$ cat src/pkg/rf_front_map.vh
// Purpose: Register offsets, reset values, field positions and code constants
//          for the RF power and signal-strength control block.
// Assumes: 7-bit register addresses and 8-bit data on the serial port.
// Notes:   Included by bare name from the control rtl file and the testbench.
`ifndef RF_FRONT_MAP_VH
`define RF_FRONT_MAP_VH

// ----------------------------------------
// Register offsets
// ----------------------------------------
`define OFF_AMP_CONFIG 7'h09
`define OFF_OVERCURRENT 7'h0b
`define OFF_STRENGTH_CONFIG 7'h0e
`define OFF_STRENGTH_THRESH 7'h10
`define OFF_STRENGTH_READING 7'h11
`define OFF_CALIBRATION 7'h3b
`define OFF_RX_STATUS 7'h3f
`define OFF_BOOST_POWER 7'h4d
`define OFF_GAIN_THRESH_BASE 7'h62

// ----------------------------------------
// Reset values
// ----------------------------------------
`define RST_AMP_CONFIG 8'h4f
`define RST_OVERCURRENT 8'h2b
`define RST_STRENGTH_CONFIG 8'h02
`define RST_STRENGTH_THRESH 8'he4
`define RST_BOOST_POWER 8'h84
`define RST_GAIN_THRESH_1 8'hb0
`define RST_GAIN_THRESH_2 8'hba
`define RST_GAIN_THRESH_3 8'hc4
`define RST_GAIN_THRESH_4 8'hce
`define RST_GAIN_THRESH_5 8'hd8

// ----------------------------------------
// Fields and codes
// ----------------------------------------
`define BOOST_HIGH_POWER 8'h87
`define AMP_SELECT_BIT 7
`define OCP_ENABLE_BIT 5
`define CAL_START_BIT 6
`define OCP_SPLIT_CODE 5'h0f
`define OCP_TOP_CODE 5'h1b
`define OCP_LOW_BASE_MA 8'h2d
`define OCP_LOW_STEP_MA 8'h05
`define OCP_HIGH_BASE_MA 8'h1e
`define OCP_HIGH_STEP_MA 8'h0a
`define OCP_MAX_MA 8'hf0
`define GAIN_G1 3'h1
`define GAIN_G2 3'h2
`define GAIN_G3 3'h3
`define GAIN_G4 3'h4
`define GAIN_G5 3'h6
`define GAIN_G6 3'h7

`endif

$ cat src/rtl/strength_averager.v
// Purpose: Running average of signal-strength samples over 2^(code+1) samples.
// Assumes: One sample per sample_valid_in pulse, same clock as the caller.
// Notes:   Exponential average; response time scales with the sample count.
module strength_averager #(
  parameter WIDTH = 8,
  parameter CODE_WIDTH = 3
) (
  input wire clock_in,
  input wire rst_b_in,
  input wire sample_valid_in,
  input wire [WIDTH-1:0] sample_in,
  input wire [CODE_WIDTH-1:0] avg_code_in,
  input wire restart_in,
  output wire [WIDTH-1:0] average_out
);
  localparam ACC_WIDTH = 2 * WIDTH;
  reg [ACC_WIDTH-1:0] acc_reg;
  reg [ACC_WIDTH-1:0] acc_next;
  reg [CODE_WIDTH-1:0] code_reg;
  reg primed_reg;
  reg primed_next;
  wire [3:0] shift;
  wire [ACC_WIDTH-1:0] sample_wide;
  wire [ACC_WIDTH-1:0] acc_scaled;

  // Window of 2^(code+1) samples
  assign shift = {1'b0, avg_code_in} + 4'h1;
  assign sample_wide = {{WIDTH{1'b0}}, sample_in};
  // Once primed at the current code, accumulator stays within sample_max << shift, so the low bits hold the whole mean
  assign acc_scaled = acc_reg >> shift;
  assign average_out = acc_scaled[WIDTH-1:0];

  always @* begin
    acc_next = acc_reg;
    primed_next = primed_reg;
    // Code change or calibration restarts; avoids a stale scale factor
    if (restart_in || code_reg != avg_code_in) begin
      primed_next = 1'b0;
    end else if (sample_valid_in) begin
      if (!primed_reg) begin
        acc_next = sample_wide << shift;
        primed_next = 1'b1;
      end else begin
        acc_next = acc_reg - (acc_reg >> shift) + sample_wide;
      end
    end
  end

  always @(posedge clock_in or negedge rst_b_in) begin
    if (!rst_b_in) begin
      acc_reg <= {ACC_WIDTH{1'b0}};
      code_reg <= {CODE_WIDTH{1'b0}};
      primed_reg <= 1'b0;
    end else begin
      acc_reg <= acc_next;
      code_reg <= avg_code_in;
      primed_reg <= primed_next;
    end
  end
endmodule // strength_averager

$ cat src/rtl/rf_power_and_rssi_control.v
// Purpose: Serial register port, boost power, current ceiling, receiver states,
//          gain selection and signal-strength reading.
// Assumes: Serial pins are asynchronous; front-end inputs share clock_in.
// Notes:   Serial clock must be well below clock_in/6 for the pin filters.
`include "rf_front_map.vh"
module rf_power_and_rssi_control (
  input wire clock_in,
  input wire rst_b_in,
  input wire select_b_in,
  input wire sck_in,
  input wire mosi_in,
  output reg miso_out,
  output reg miso_oe_out,
  input wire rx_mode_in,
  input wire preamble_valid_in,
  input wire level_valid_in,
  input wire [7:0] level_dbm_in,
  output reg [2:0] input_amp_gain_code_out,
  output reg amp_output_select_out,
  output reg boost_max_power_out,
  output reg overcurrent_enable_out,
  output reg [7:0] pa_current_limit_ma_out,
  output reg rx_enabled_out,
  output reg rx_active_out
);
  localparam RX_IDLE = 2'h0;
  localparam RX_ENABLED = 2'h1;
  localparam RX_ACTIVE = 2'h2;

  // ----------------------------------------
  // Functions
  // ----------------------------------------
  function [7:0] ocp_limit;
    input [4:0] trim;
    begin
      if (trim <= `OCP_SPLIT_CODE) begin
        ocp_limit = `OCP_LOW_BASE_MA + `OCP_LOW_STEP_MA * {3'h0, trim};
      end else if (trim <= `OCP_TOP_CODE) begin
        ocp_limit = `OCP_HIGH_STEP_MA * {3'h0, trim} - `OCP_HIGH_BASE_MA;
      end else begin
        ocp_limit = `OCP_MAX_MA;
      end
    end
  endfunction

  function [2:0] gain_pick;
    input signed [7:0] lvl;
    input [39:0] th;
    begin
      if (lvl <= $signed(th[7:0])) begin
        gain_pick = `GAIN_G1;
      end else if (lvl <= $signed(th[15:8])) begin
        gain_pick = `GAIN_G2;
      end else if (lvl <= $signed(th[23:16])) begin
        gain_pick = `GAIN_G3;
      end else if (lvl <= $signed(th[31:24])) begin
        gain_pick = `GAIN_G4;
      end else if (lvl <= $signed(th[39:32])) begin
        gain_pick = `GAIN_G5;
      end else begin
        gain_pick = `GAIN_G6;
      end
    end
  endfunction

  // ----------------------------------------
  // Pin filters
  // ----------------------------------------
  reg [2:0] sel_sync_reg;
  reg [2:0] sck_sync_reg;
  reg [2:0] mosi_sync_reg;
  reg sel_f_reg;
  reg sck_f_reg;
  reg mosi_f_reg;
  wire sel_fall;
  wire sel_rise;
  wire sck_rise;
  wire sck_fall;

  assign sel_fall = sel_f_reg && sel_sync_reg[2] == sel_sync_reg[1] && !sel_sync_reg[2];
  assign sel_rise = !sel_f_reg && sel_sync_reg[2] == sel_sync_reg[1] && sel_sync_reg[2];
  assign sck_rise = !sck_f_reg && sck_sync_reg[2] == sck_sync_reg[1] && sck_sync_reg[2];
  assign sck_fall = sck_f_reg && sck_sync_reg[2] == sck_sync_reg[1] && !sck_sync_reg[2];

  always @(posedge clock_in or negedge rst_b_in) begin
    if (!rst_b_in) begin
      sel_sync_reg <= 3'h7;
      sck_sync_reg <= 3'h0;
      mosi_sync_reg <= 3'h0;
      sel_f_reg <= 1'b1;
      sck_f_reg <= 1'b0;
      mosi_f_reg <= 1'b0;
    end else begin
      sel_sync_reg <= {sel_sync_reg[1:0], select_b_in};
      sck_sync_reg <= {sck_sync_reg[1:0], sck_in};
      mosi_sync_reg <= {mosi_sync_reg[1:0], mosi_in};
      if (sel_sync_reg[2] == sel_sync_reg[1]) begin
        sel_f_reg <= sel_sync_reg[2];
      end
      if (sck_sync_reg[2] == sck_sync_reg[1]) begin
        sck_f_reg <= sck_sync_reg[2];
      end
      if (mosi_sync_reg[2] == mosi_sync_reg[1]) begin
        mosi_f_reg <= mosi_sync_reg[2];
      end
    end
  end

  // ----------------------------------------
  // Registers
  // ----------------------------------------
  reg [7:0] amp_config_reg;
  reg [7:0] overcurrent_reg;
  reg [7:0] strength_config_reg;
  reg [7:0] strength_thresh_reg;
  reg [7:0] boost_power_level_reg;
  reg [39:0] gain_thresh_reg;
  reg [1:0] rx_state_reg;
  reg [1:0] rx_state_next;
  wire [7:0] strength_reading;
  reg cal_start_reg;

  function [7:0] read_reg;
    input [6:0] a;
    begin
      case (a)
        `OFF_AMP_CONFIG: read_reg = amp_config_reg;
        `OFF_OVERCURRENT: read_reg = overcurrent_reg;
        `OFF_STRENGTH_CONFIG: read_reg = strength_config_reg;
        `OFF_STRENGTH_THRESH: read_reg = strength_thresh_reg;
        `OFF_STRENGTH_READING: read_reg = strength_reading;
        `OFF_RX_STATUS: read_reg = {6'h00, rx_state_reg};
        `OFF_BOOST_POWER: read_reg = boost_power_level_reg;
        `OFF_GAIN_THRESH_BASE: read_reg = gain_thresh_reg[7:0];
        `OFF_GAIN_THRESH_BASE + 7'h1: read_reg = gain_thresh_reg[15:8];
        `OFF_GAIN_THRESH_BASE + 7'h2: read_reg = gain_thresh_reg[23:16];
        `OFF_GAIN_THRESH_BASE + 7'h3: read_reg = gain_thresh_reg[31:24];
        `OFF_GAIN_THRESH_BASE + 7'h4: read_reg = gain_thresh_reg[39:32];
        default: read_reg = 8'h00;
      endcase
    end
  endfunction

  // ----------------------------------------
  // Serial slave
  // ----------------------------------------
  reg [2:0] bit_cnt_reg;
  reg [7:0] rx_shift_reg;
  reg [7:0] tx_shift_reg;
  reg [6:0] addr_reg;
  reg write_reg;
  reg have_addr_reg;
  wire [7:0] rx_byte;
  wire byte_done;
  wire do_write;

  assign rx_byte = {rx_shift_reg[6:0], mosi_f_reg};
  assign byte_done = sck_rise && !sel_f_reg && bit_cnt_reg == 3'h7;
  assign do_write = byte_done && have_addr_reg && write_reg;

  always @(posedge clock_in or negedge rst_b_in) begin
    if (!rst_b_in) begin
      bit_cnt_reg <= 3'h0;
      rx_shift_reg <= 8'h00;
      tx_shift_reg <= 8'h00;
      addr_reg <= 7'h00;
      write_reg <= 1'b0;
      have_addr_reg <= 1'b0;
      miso_out <= 1'b0;
      miso_oe_out <= 1'b0;
    end else begin
      if (sel_fall) begin
        bit_cnt_reg <= 3'h0;
        have_addr_reg <= 1'b0;
        tx_shift_reg <= 8'h00;
        miso_out <= 1'b0;
        miso_oe_out <= 1'b1;
      end else if (sel_rise) begin
        miso_oe_out <= 1'b0;
      end else if (!sel_f_reg) begin
        if (sck_rise) begin
          rx_shift_reg <= rx_byte;
          bit_cnt_reg <= bit_cnt_reg + 3'h1;
        end
        if (byte_done && !have_addr_reg) begin
          write_reg <= rx_byte[7];
          addr_reg <= rx_byte[6:0];
          have_addr_reg <= 1'b1;
          tx_shift_reg <= read_reg(rx_byte[6:0]);
        end else if (byte_done) begin
          // Burst: next address preloaded; during a write the old value shifts out
          addr_reg <= addr_reg + 7'h1;
          tx_shift_reg <= read_reg(addr_reg + 7'h1);
        end else if (sck_fall) begin
          miso_out <= tx_shift_reg[7];
          tx_shift_reg <= {tx_shift_reg[6:0], 1'b0};
        end
      end
    end
  end

  always @(posedge clock_in or negedge rst_b_in) begin
    if (!rst_b_in) begin
      amp_config_reg <= `RST_AMP_CONFIG;
      overcurrent_reg <= `RST_OVERCURRENT;
      strength_config_reg <= `RST_STRENGTH_CONFIG;
      strength_thresh_reg <= `RST_STRENGTH_THRESH;
      boost_power_level_reg <= `RST_BOOST_POWER;
      gain_thresh_reg <= {`RST_GAIN_THRESH_5, `RST_GAIN_THRESH_4, `RST_GAIN_THRESH_3,
                          `RST_GAIN_THRESH_2, `RST_GAIN_THRESH_1};
      cal_start_reg <= 1'b0;
    end else begin
      cal_start_reg <= do_write && addr_reg == `OFF_CALIBRATION && rx_byte[`CAL_START_BIT];
      if (do_write) begin
        case (addr_reg)
          `OFF_AMP_CONFIG: amp_config_reg <= rx_byte;
          `OFF_OVERCURRENT: overcurrent_reg <= rx_byte;
          `OFF_STRENGTH_CONFIG: strength_config_reg <= rx_byte;
          `OFF_STRENGTH_THRESH: strength_thresh_reg <= rx_byte;
          `OFF_BOOST_POWER: boost_power_level_reg <= rx_byte;
          `OFF_GAIN_THRESH_BASE: gain_thresh_reg[7:0] <= rx_byte;
          `OFF_GAIN_THRESH_BASE + 7'h1: gain_thresh_reg[15:8] <= rx_byte;
          `OFF_GAIN_THRESH_BASE + 7'h2: gain_thresh_reg[23:16] <= rx_byte;
          `OFF_GAIN_THRESH_BASE + 7'h3: gain_thresh_reg[31:24] <= rx_byte;
          `OFF_GAIN_THRESH_BASE + 7'h4: gain_thresh_reg[39:32] <= rx_byte;
          default: begin
          end
        endcase
      end
    end
  end

  // ----------------------------------------
  // Signal strength
  // ----------------------------------------
  wire signed [10:0] raw_sample;
  wire [7:0] strength_sample;

  // Offset is signed 5 bits, -16..+15 half-dB steps (-8..+7.5 dB); clamp keeps reading in range
  assign raw_sample = -({{3{level_dbm_in[7]}}, level_dbm_in} <<< 1)
                      + {{6{strength_config_reg[7]}}, strength_config_reg[7:3]};
  assign strength_sample = raw_sample[10] ? 8'h00 :
                           (raw_sample[9:8] != 2'h0 ? 8'hff : raw_sample[7:0]);

  strength_averager #(
    .WIDTH(8),
    .CODE_WIDTH(3)
  ) u_avg (
    .clock_in(clock_in),
    .rst_b_in(rst_b_in),
    .sample_valid_in(level_valid_in),
    .sample_in(strength_sample),
    .avg_code_in(strength_config_reg[2:0]),
    .restart_in(cal_start_reg),
    .average_out(strength_reading)
  );

  // ----------------------------------------
  // Receiver states
  // ----------------------------------------
  always @* begin
    case (rx_state_reg)
      RX_IDLE: rx_state_next = rx_mode_in ? RX_ENABLED : RX_IDLE;
      RX_ENABLED: begin
        if (!rx_mode_in) begin
          rx_state_next = RX_IDLE;
        end else if (preamble_valid_in || strength_reading <= strength_thresh_reg) begin
          rx_state_next = RX_ACTIVE;
        end else begin
          rx_state_next = RX_ENABLED;
        end
      end
      RX_ACTIVE: rx_state_next = rx_mode_in ? RX_ACTIVE : RX_IDLE;
      default: rx_state_next = RX_IDLE;
    endcase
  end

  // ----------------------------------------
  // Outputs
  // ----------------------------------------
  always @(posedge clock_in or negedge rst_b_in) begin
    if (!rst_b_in) begin
      rx_state_reg <= RX_IDLE;
      rx_enabled_out <= 1'b0;
      rx_active_out <= 1'b0;
      input_amp_gain_code_out <= `GAIN_G1;
      amp_output_select_out <= 1'b0;
      boost_max_power_out <= 1'b0;
      overcurrent_enable_out <= 1'b0;
      pa_current_limit_ma_out <= 8'h00;
    end else begin
      rx_state_reg <= rx_state_next;
      rx_enabled_out <= rx_state_next == RX_ENABLED;
      rx_active_out <= rx_state_next == RX_ACTIVE;
      if (level_valid_in) begin
        input_amp_gain_code_out <= gain_pick(level_dbm_in, gain_thresh_reg);
      end
      amp_output_select_out <= amp_config_reg[`AMP_SELECT_BIT];
      boost_max_power_out <= boost_power_level_reg == `BOOST_HIGH_POWER;
      overcurrent_enable_out <= overcurrent_reg[`OCP_ENABLE_BIT];
      // Ceiling applies to amplifier supply only, not synthesizer
      pa_current_limit_ma_out <= ocp_limit(overcurrent_reg[4:0]);
    end
  end
endmodule // rf_power_and_rssi_control

$ cat config.mk
export PLATFORM = sky130hd
export DESIGN_NAME = rf_power_and_rssi_control
export DESIGN_NICKNAME = d
export VERILOG_FILES = /design/src/rtl/strength_averager.v /design/src/rtl/rf_power_and_rssi_control.v
export VERILOG_INCLUDE_DIRS = /design/src /design/src/pkg
export SDC_FILE = /design/constraint.sdc
export NUM_CORES = 1
export LEC_CHECK = 0
export ABC_AREA = 1
export BUFFER_PORTS_ARGS = -buffer_cell sky130_fd_sc_hd__buf_2
export CAP_MARGIN = 10
export CELL_PAD_IN_SITES_DETAIL_PLACEMENT = 2
export CELL_PAD_IN_SITES_GLOBAL_PLACEMENT = 2
export CORE_ASPECT_RATIO = 0.9
export CORE_MARGIN = 1.5
export CORE_UTILIZATION = 41
export DETAILED_ROUTE_END_ITERATION = 8
export GPL_TIMING_DRIVEN = 0
export HOLD_SLACK_MARGIN = 0.15
export PLACE_DENSITY_LB_ADDON = 0.05
export SLEW_MARGIN = 0
export SYNTH_ARGS = -nofsm -noshare
export SYNTH_HDL_FRONTEND = slang
export SYNTH_SLANG_ARGS = --single-unit
$ cat constraint.sdc
create_clock -name clock_in -period 7.55 [get_ports clock_in]
set_clock_uncertainty 0.2 [all_clocks]
set_input_delay 0.3775 -clock clock_in [delete_from_list [all_inputs] [get_ports clock_in]]
set_output_delay 0.3775 -clock clock_in [all_outputs]
set_load 0.01 [all_outputs]
==> results of run 1 <==
worst max path at each step:
| stage | from | endpoint | slack (ps) | cells after the start |
|---|---|---|---|---|
| after floorplan | level_dbm_in[0] | u_avg.acc_reg[12]$_DFFE_PN0P_ | 3320 | 25 |
| after global placement | level_dbm_in[0] | u_avg.acc_reg[15]$_DFFE_PN0P_ | 2260 | 24 |
| after detailed placement | level_dbm_in[0] | u_avg.acc_reg[15]$_DFFE_PN0P_ | 2090 | 24 |
| after CTS | strength_config_reg[5]$_DFFE_PN0P_ | u_avg.acc_reg[15]$_DFFE_PN0P_ | 2030 | 23 |
| after global routing | strength_config_reg[4]$_DFFE_PN0P_ | u_avg.acc_reg[15]$_DFFE_PN0P_ | 1580 | 24 |
| final | strength_config_reg[5]$_DFFE_PN0P_ | u_avg.acc_reg[15]$_DFFE_PN0P_ | 2020 | 23 |
layout make-up:
type	count	area [µm²]
Buffer	43	192.7
Clock buffer	19	452.9
Clock inverter	13	152.6
Fill cell	3395	15500
Inverter	242	917.1
Multi-Input combinational cell	1179	6985
Sequential cell	160	4055
Tap cell	396	495.5
Timing Repair Buffer	40	262.8
per-layer routing:
metal	up-vias	share of wire, %	wire, µm	track usage [%]
li1	5545	-	-	-
met1	6361	45	24260	49.05
met2	379	46	24570	57.54
met3	92	5.9	3179	6.272
met4	0	2.6	1413	10.98
met5	-	0	0	0
cell families (layout without fill, tap and decap cells):
group	after synthesis	count (layout)
flip-flops	160	160
adder cells (fa/ha/maj)	117	117
AND/OR/NAND/NOR	666	666
XOR/XNOR	31	31
buffers and inverters	285	357
AO/OA/AOI/OAI	364	364
multiplexers	1	1
what timing repair did:
item                                    in CTS  in global routing
endpoints found under the setup margin       0                  0
hold endpoints to repair                    82                  0
hold buffers                                 6                  0
cells in the mapped netlist, drive strengths merged, types with 20 or more instances:
library cell	n
clkbuf	28
nand4	31
a21oi	66
o22ai	44
inv	239
dfstp	41
ha	105
dfrtp	119
nand2	391
nand3	102
xor2	20
o21ai	182
nor2	108
power by group through the flow:
stage                     combinational, W  sequential [W]  clock (W)
after floorplan                    0.00116         0.00101          0
after global placement             0.00160         0.00102          0
after detailed placement           0.00171         0.00103          0
after CTS                          0.00173         0.00102   0.000952
after global routing               0.00196         0.00103   0.000983
final                              0.00174         0.00102   0.000953
per-stage QoR:
stage	hold slack (ps)	setup WS, ps	utilization, %	instances	power (W)
4_1_cts	159.2	2029	46.58	2092	0.003703
5_1_grt	163.0	1576	46.58	2092	0.003969
6_report	157.6	2022	46.58	2092	0.003716
2_1_floorplan	-118.1	3317	-	1624	0.002165
3_3_place_gp	134.0	2257	44.16	2053	0.002625
3_5_place_dp	146.9	2088	44.29	2054	0.002738
critical path, cell delays in order, from the launching register on:
cell and delay, ps:
dfrtp_1 520, inv_1 190, fa_1 470, inv_1 100, nand2_1 80, nand2_1 90, nand3_1 90, nand2_1 90
nand2_1 50, nand2_1 190, nand3_1 150, nand2_1 110, inv_1 80, fa_1 500, ha_1 310, nand3_1 70
nand3_1 120, a21oi_1 110, o21ai_0 590, nand3_1 200, and3_1 200, o21ai_0 450, nand3_1 340, o21ai_0 150
==> results by group, run 1 <==
Outcome
  • Status: finished, final reports clean

Logic synthesis
  • Synth top area share: 24.51%
  • Syn Nets: 1756
  • Post-synthesis mux area share: 0.08238%
  • Post-synthesis xor/xnor area fraction: 2.605%
  • Synth warn: 0
  • Yosys reg bits: 160
  • Mapped Area: 0.01215 mm²
  • Compound-gate portion of the synthesized area: 17.38%
  • Synth Flop Type: dfrtp_1
  • Yosys cell types: 70
  • Largest family of logic cells by synthesized area: simple AND/OR/NAND/NOR gates
  • Synth area leaders: dfrtp_1, nand2_1, ha_1, dfstp_2, o21ai_0
  • Top cell type by total area after synthesis: dfrtp_1
  • Area share of and/or/nand/nor cells after synthesis: 24.71%
  • Post-Syn Instances: 1624
  • Post-synthesis sequential area ratio: 33.37%
  • Mean Syn Cell Area: 7.482 µm²
  • Post-synthesis adder-cell area fraction: 12.71%
  • EDFF count, synth: 0
  • Post-synthesis async set-or-reset flop share: 100.0%

Placed design
  • Cell Area, Placed: 0.01285 mm²
  • Port Buffers: 33
  • GP Congestion: 0.9354
  • HPWL Detailed: 40270 µm

Worst setup path
  • Worst EP arrival: 5710 ps
  • R2r setup slk: 2020 ps
  • Reg2Reg Capture Point: u_avg.acc_reg[15]$_DFFE_PN0P_
  • Max FO, Critical Path: 7
  • Crit path kind: reg2reg
  • Reg2reg path depth: 23
  • CP Capture Type: flip-flop
  • RR Startpoint: strength_config_reg[5]$_DFFE_PN0P_
  • Startpoint types: flip-flop
  • Required time of the worst setup path: 7730 ps

Timing
  • Setup TNS: 0 ps
  • Final period util: 73.22%
  • Worst rel slew slack: 28.93%
  • Min Tclk post-route: 5528 ps
  • Final max-slew violation count: 0
  • RSZ-0062 raised after global routing: no
  • Measured slew at the worst slew-check pin: 1066 ps
  • Final setup violating endpoints: 0
  • Max frequency: 180.9 MHz
  • Final hold vios: 0

Final layout
  • Layout Nets: 1815
  • Ant. Diodes: 0
  • Most frequent cells in the layout: nand2_1, inv_1, o21ai_0, dfrtp_1, ha_1
  • Layout cells sized above 1: 10.85%
  • Area Overhead vs Synth: 11.22%
  • Fin area: 0.01351 mm²
  • Most common cell after layout, fill and taps aside: nand2_1
  • Max reg flops: 40

Hold path
  • Worst hold-check path type: reg2reg
  • Hold EP: sel_sync_reg[1]$_DFF_PN1_
  • Min-delay src: sel_sync_reg[0]$_DFF_PN1_
  • Hold Path Depth: 0

Power
  • Internal cell power: 0.002034 W
  • Sequential share of power: 27.4%
  • Combinational power share: 46.9%
  • Sw Ratio: 45.25%
  • Pwr per Cell Area: 275.0 mW/mm²
  • Psw: 0.001682 W
  • Max VDD drop: 0.2032 mV
  • Leak: 6.326 nW
  • Clock power frac: 25.6%

Route
  • DRT antenna net count: 0
  • DRC: 0
  • 1st-iter DRT viols: 907
  • Vias per cell: 5.916
  • Iteration count of the initial detailed-routing pass: 5
  • Wire length per cell: 25.54 µm
  • Routed vias: 12377
  • Routed WL: 53430 µm

Floorplanning
  • Initial core utilization: 41.88%
  • Die height: 166.3 µm
  • Top Ports: 34
  • Die span in x: 184.5 µm
  • Floorplan row count: 59
  • Core area: 0.02901 mm²
  • DIE AREA: 0.03068 mm²

CTS
  • Setup bufs post-CTS: 0
  • Worst skew pair latency: 460 ps
  • Clock Path Buffers: 2
  • CTS buffer count: 17
  • Num Clock Sinks: 160
  • Reg clk slew, reported paths: 70 ps
  • CTS tree: yes
  • CTS resizes: 0
  • Root buffer cell: clkbuf_16
  • CTS H-Tree Depth: 4

Global route
  • All-Layer GR Usage: 35.85%
  • Via count of the first global-routing pass: 13387
  • GRT overflow: 0
  • Initial antenna violation count: 1
  • Pin count of the biggest net entering global routing: 87
  • First-pass GRT wire length: 81480 µm

Run
  • Max-cap violations: 0
(Power assumes the default switching activity.)
==> run 2, diff against run 1 <==
--- a/config.mk
+++ b/config.mk
@@ -13,7 +13,7 @@
 export CELL_PAD_IN_SITES_GLOBAL_PLACEMENT = 2
 export CORE_ASPECT_RATIO = 0.9
 export CORE_MARGIN = 1.5
-export CORE_UTILIZATION = 41
+export CORE_UTILIZATION = 38
 export DETAILED_ROUTE_END_ITERATION = 8
 export GPL_TIMING_DRIVEN = 0
 export HOLD_SLACK_MARGIN = 0.15
==> constraint.sdc (replaced) <==
create_clock -name clock_in -period 5.6 [get_ports clock_in]
set_clock_uncertainty 0.2 [all_clocks]
set_input_delay 0.28 -clock clock_in [delete_from_list [all_inputs] [get_ports clock_in]]
set_output_delay 0.28 -clock clock_in [all_outputs]
set_load 0.01 [all_outputs]
==> run 2 against run 1 <==
Wire length down 5.1%. Sequential share of layout area unchanged. Sequential cell count unchanged. Critical path type unchanged. Critical endpoint is now u_avg.acc_reg[12]$_DFFE_PN0P_.
==> results by group, run 2 (synthesis gave the netlist of run 1 again) <==
Timing
  • Final hold vios: 0
  • Max frequency: 193.9 MHz
  • Measured slew at the worst slew-check pin: 1047 ps
  • Final period util: 92.11%
  • Min Hold Slack: 156.0 ps
  • Setup TNS: 0 ps
  • Final max-slew violation count: 0
  • Min Tclk post-route: 5158 ps
  • Final setup violating endpoints: 0
  • Worst rel slew slack: 30.18%
  • RSZ-0062 raised after global routing: no

Worst setup path
  • Crit path kind: reg2reg
  • Worst EP arrival: 5290 ps
  • Crit-path most repeated cell: nand2_1
  • Buf/Inv on CP: 3
  • RR Startpoint: strength_config_reg[7]$_DFFE_PN0P_
  • Max FO, Critical Path: 8
  • CP Capture Type: flip-flop
  • CP max stage delay: 640 ps
  • Worst path slowest cell: dfrtp_1
  • Worst setup path start: strength_config_reg[7]$_DFFE_PN0P_
  • Required time of the worst setup path: 5730 ps
  • Cell family with most CP delay: adder cells
  • CP Cell Sequence: ha_1 > nand2_1 > inv_1 > nand2_1 > nand2_1 > a21oi_1 > nand2_1 > nand3_1 > nand2_1 > inv_1 > fa_1 > fa_1 > nand3_1 > nand2_1 > a21oi_2 > o21ai_0 > a21boi_1 > o21ai_0 > xor2_1 > o21ai_0 > inv_1 > nand2_1 > nand2_1
  • Startpoint types: flip-flop

Final layout
  • Most common cell after layout, fill and taps aside: nand2_1
  • Max reg flops: 40
  • Fin area: 0.01351 mm²
  • Area Overhead vs Synth: 11.22%
  • Filler instances: 3658
  • Layout Nets: 1816
  • Most frequent cells in the layout: nand2_1, inv_1, o21ai_0, dfrtp_1, ha_1
  • Layout cells sized above 1: 10.90%

Power
  • Pwr per Cell Area: 366.4 mW/mm²
  • Max VDD drop: 0.2701 mV
  • Pwr Total: 0.004951 W
  • Leak: 6.319 nW

Route
  • DRT antenna net count: 0
  • Routed WL: 50730 µm
  • Iteration count of the initial detailed-routing pass: 5
  • Routed vias: 12101
  • Wire length per cell: 24.08 µm
  • Vias per cell: 5.743
  • Routed length on met3: 3112 µm
  • 1st-iter DRT viols: 834
  • WL met1: 23920 µm
  • Met2 routed WL: 22540 µm
  • DRC: 0
  • Max layer used: met4

CTS
  • Worst skew pair latency: 460 ps
  • CTS tree: yes
  • Reg clk slew, reported paths: 80 ps
  • Root buffer cell: clkbuf_16
  • CTS H-Tree Depth: 4
  • CTS buffer count: 17
  • Clock Path Buffers: 2
  • Num Clock Sinks: 160

Placed design
  • Cell Area, Placed: 0.01286 mm²
  • HPWL Detailed: 40180 µm
  • Port Buffers: 33
  • GP Congestion: 0.9407

Hold path
  • Worst hold-check path type: in2async

Floorplanning
  • Die height: 172.6 µm
  • Top Ports: 34
  • Core area: 0.03122 mm²
  • Initial core utilization: 38.92%
  • Die span in x: 191.5 µm
  • DIE AREA: 0.03306 mm²
  • Floorplan row count: 61

Global route
  • First-pass GRT wire length: 78760 µm
  • Pin count of the biggest net entering global routing: 96
  • Via count of the first global-routing pass: 13116
  • All-Layer GR Usage: 31.71%
  • GRT overflow: 0
  • Initial antenna violation count: 2

Run
  • Max-cap violations: 0

Outcome
  • Status: finished, final reports clean
-- run 2: changes by cell type in the layout (fill, tap and decap cells not counted), moves of 2 or more --
cell,delta
inv_6,+3
a21boi_1,+2
clkinv_4,-2
a21boi_0,-2
clkbuf_8,-2
-- run 2: cell type report --
class / count / area (µm²) / area share [%]
diodes: 1 / 2.502 / 0.01852
inverters: 242 / 917.1 / 6.786
clock inverters: 15 / 147.6 / 1.092
multi-input cells: 1179 / 6989 / 51.72
flip-flops and latches: 160 / 4055 / 30.01
plain buffers: 43 / 192.7 / 1.426
well taps: 409 / 511.7 / 3.787
repair buffers: 41 / 272.8 / 2.018
clock buffers: 17 / 425.4 / 3.148
-- run 2: per-layer routing --
layer	global-route usage [%]	up-vias
met1	44.78	6205
met3	6.718	62
met5	0	-
li1	-	5551
met4	8.757	0
met2	48.82	283
-- run 2: worst reg2reg max path, cell delays in order (launching register included) --
cell and delay, ps:
dfrtp_1 640, ha_1 400, nand2_1 130, inv_1 40, nand2_1 80, nand2_1 50, a21oi_1 180, nand2_1 200
nand3_1 150, nand2_1 60, inv_1 100, fa_1 480, fa_1 490, nand3_1 110, nand2_1 130, a21oi_2 330
o21ai_0 200, a21boi_1 310, o21ai_0 160, xor2_1 190, o21ai_0 170, inv_1 50, nand2_1 110, nand2_1 70
-- run 2: what timing repair did --
item / CTS / global route
hold buffers: 7 / 0
endpoints found under the setup margin: 0 / 2
buffers inserted: 0 / 0
resized for setup: 0 / 4
endpoints found under the hold margin: 155 / 0
-- run 2: worst paths after layout --
kind | to | slack (ps) | cells after the start
max reg2reg | u_avg.acc_reg[12]$_DFFE_PN0P_ | 440 | 23
min in group clock_in | sel_sync_reg[1]$_DFF_PN1_ | 160 | 0
max in group asynchronous | strength_config_reg[1]$_DFFE_PN1P_ | 4140 | 3
min reg2reg | sel_sync_reg[1]$_DFF_PN1_ | 160 | 0
min | pa_current_limit_ma_out[5]$_DFF_PN0_ | 160 | 2
max | u_avg.acc_reg[12]$_DFFE_PN0P_ | 440 | 23
-- run 2: per-stage QoR --
stage | setup WS [ps] | util, % | cells
3_5_place_dp | 286.1 | 41.21 | 2067
2_1_floorplan | 1375 | - | 1624
5_1_grt | 93.22 | 43.28 | 2106
3_3_place_gp | 516.8 | 41.09 | 2066
6_report | 442.0 | 43.29 | 2107
4_1_cts | 205.3 | 43.27 | 2106
-- run 2: power breakdown --
part	leakage [nW]	internal [W]	switching, W	total, W
Sequential	1.99	0.00127	0.000106	0.00137
Clock	0.280	0.000627	0.000568	0.00119
Combinational	4.05	0.000796	0.00159	0.00238
==> run 3, diff against run 2 <==
--- a/config.mk
+++ b/config.mk
@@ -11,7 +11,6 @@
 export CAP_MARGIN = 10
 export CELL_PAD_IN_SITES_DETAIL_PLACEMENT = 2
 export CELL_PAD_IN_SITES_GLOBAL_PLACEMENT = 2
-export CORE_ASPECT_RATIO = 0.9
 export CORE_MARGIN = 1.5
 export CORE_UTILIZATION = 38
 export DETAILED_ROUTE_END_ITERATION = 8
==> run 3 against run 2 <==
Critical path depth increased by 2. Global-route usage down 0.18 points. Clock-buffer cell count rose by 1. Largest power group unchanged.
==> results by group, run 3 (synthesis gave the netlist of run 1 again) <==
Placed design
  • GP Congestion: 0.9428
  • Port Buffers: 33
  • HPWL Detailed: 39660 µm

Power
  • Max VDD drop: 0.1766 mV
  • Psw: 0.002164 W
  • Combinational power share: 47.6%
  • Leak: 6.307 nW
  • Sw Ratio: 44.70%
  • Sequential share of power: 28.3%
  • Clock power frac: 24.1%
  • Internal cell power: 0.002677 W
  • Pwr per Cell Area: 358.5 mW/mm²

Route
  • Wire length per cell: 23.82 µm
  • Iteration count of the initial detailed-routing pass: 5
  • Routed vias: 11856
  • Routed WL: 50050 µm
  • 1st-iter DRT viols: 677
  • DRT antenna net count: 0
  • Vias per cell: 5.643
  • DRC: 0

Global route
  • Initial antenna violation count: 2
  • GRT overflow: 0
  • First-pass GRT wire length: 78300 µm
  • All-Layer GR Usage: 31.53%
  • Pin count of the biggest net entering global routing: 85
  • Via count of the first global-routing pass: 12989

Timing
  • Final period util: 92.10%
  • Min Hold Slack: 149.2 ps
  • Final setup violating endpoints: 0
  • Worst rel slew slack: 27.06%
  • Measured slew at the worst slew-check pin: 1094 ps
  • Max frequency: 193.9 MHz
  • RSZ-0062 raised after global routing: no
  • Final hold vios: 0
  • Setup TNS: 0 ps
  • Min Tclk post-route: 5157 ps
  • Final max-slew violation count: 0

CTS
  • Clock Path Buffers: 2
  • CTS tree: yes
  • Root buffer cell: clkbuf_16
  • CTS buffer count: 17
  • Worst skew pair latency: 460 ps
  • Num Clock Sinks: 160
  • Reg clk slew, reported paths: 70 ps
  • CTS H-Tree Depth: 4

Floorplanning
  • Top Ports: 34
  • DIE AREA: 0.03306 mm²
  • Floorplan row count: 65
  • Die height: 181.8 µm
  • Initial core utilization: 38.60%
  • Die span in x: 181.8 µm
  • Core area: 0.03147 mm²

Worst setup path
  • Crit-path most repeated cell: nand2_1
  • Required time of the worst setup path: 5740 ps
  • Startpoint types: flip-flop
  • Worst EP arrival: 5290 ps
  • CP Capture Type: flip-flop
  • Buf/Inv on CP: 4
  • Cell family with most CP delay: adder cells
  • Worst setup path start: strength_config_reg[5]$_DFFE_PN0P_
  • Crit path kind: reg2reg
  • CP max stage delay: 530 ps
  • Max FO, Critical Path: 7
  • Worst path slowest cell: dfrtp_1
  • RR Startpoint: strength_config_reg[5]$_DFFE_PN0P_

Final layout
  • Register area: 0.004055 mm²
  • Most common cell after layout, fill and taps aside: nand2_1
  • Layout cells sized above 1: 10.84%
  • Multi-input gate area: 0.006989 mm²
  • Area Overhead vs Synth: 11.13%
  • Most frequent cells in the layout: nand2_1, inv_1, o21ai_0, dfrtp_1, ha_1
  • Filler instances: 3748
  • Max reg flops: 40
  • Layout Nets: 1817

Hold path
  • Min-delay src: sck_sync_reg[0]$_DFF_PN0_
  • Worst hold-check path type: reg2reg

Run
  • Max-cap violations: 0

Outcome
  • Status: finished, final reports clean
## run 3: cell types whose count changed in the layout (fill, tap and decap cells not counted), moves of 2 or more
cell,delta
a21boi_1,-2
inv_8,-2
clkinvlp_4,+2
a21boi_0,+2
## run 3: power by group through the flow
stage / Clock (W) / Combinational (W) / Sequential [W]
detailed placement: 0 / 0.00227 / 0.00139
global placement: 0 / 0.00215 / 0.00138
global route: 0.00122 / 0.00262 / 0.00138
CTS: 0.00119 / 0.00230 / 0.00137
floorplan: 0 / 0.00156 / 0.00136
finish: 0.00117 / 0.00230 / 0.00137
## run 3: path summary, 6_finish.rpt
check                                                        to  slack, ps  cells after the start
min in group asynchronous  pa_current_limit_ma_out[5]$_DFF_PN0_        180                      2
setup reg to reg                  u_avg.acc_reg[12]$_DFFE_PN0P_        440                     25
hold reg to reg                       sck_sync_reg[1]$_DFF_PN0_        150                      0
max in group asynchronous    strength_thresh_reg[6]$_DFFE_PN1P_       4150                      3
hold / removal                        sck_sync_reg[1]$_DFF_PN0_        150                      0
setup / recovery                  u_avg.acc_reg[12]$_DFFE_PN0P_        440                     25
## run 3: timing repair
item,in CTS,in global routing
resized for setup,0,1
hold buffers,8,0
buffers inserted,0,0
hold endpoints to repair,102,0
endpoints found under the setup margin,0,1
## run 3: cell type report
type / count / share of cell area [%]
Timing Repair Buffer: 42 / 2.094
Clock buffer: 18 / 3.178
Clock inverter: 14 / 0.9729
Tap cell: 402 / 3.725
Inverter: 242 / 6.792
Antenna cell: 1 / 0.01853
Sequential cell: 160 / 30.03
Buffer: 43 / 1.427
Multi-Input combinational cell: 1179 / 51.76
## run 3: worst register-to-register path, delay by kind of cell (launching register included)
kind,cells,cell delay (ps)
buf+inv,4,410
flops,1,530
xor+xnor,1,160
fa+ha+maj,3,1440
simple gates,12,1140
compound gates,5,1130
## run 3: metal layers
layer  global-route usage (%)  up-vias  part of all wire, %
li1                         -     5538                    -
met1                    41.04     6011                   44
met2                    54.34      233                   49
met3                    3.730       74                  3.7
met4                    10.40        0                  2.9
met5                        0        -                    0
## run 3: metrics by stage
step / std cells / power, W / cell area (µm²) / worst slack [ps] / util [%]
floorplan: 1624 / 0.002919 / 12150 / 1375 / -
global placement: 2059 / 0.003531 / 12820 / 545.1 / 40.73
detailed placement: 2060 / 0.003654 / 12860 / 362.5 / 40.85
CTS: 2100 / 0.004853 / 13500 / 340.0 / 42.88
global route: 2100 / 0.005225 / 13500 / 96.99 / 42.89
finish: 2101 / 0.004840 / 13500 / 442.6 / 42.90
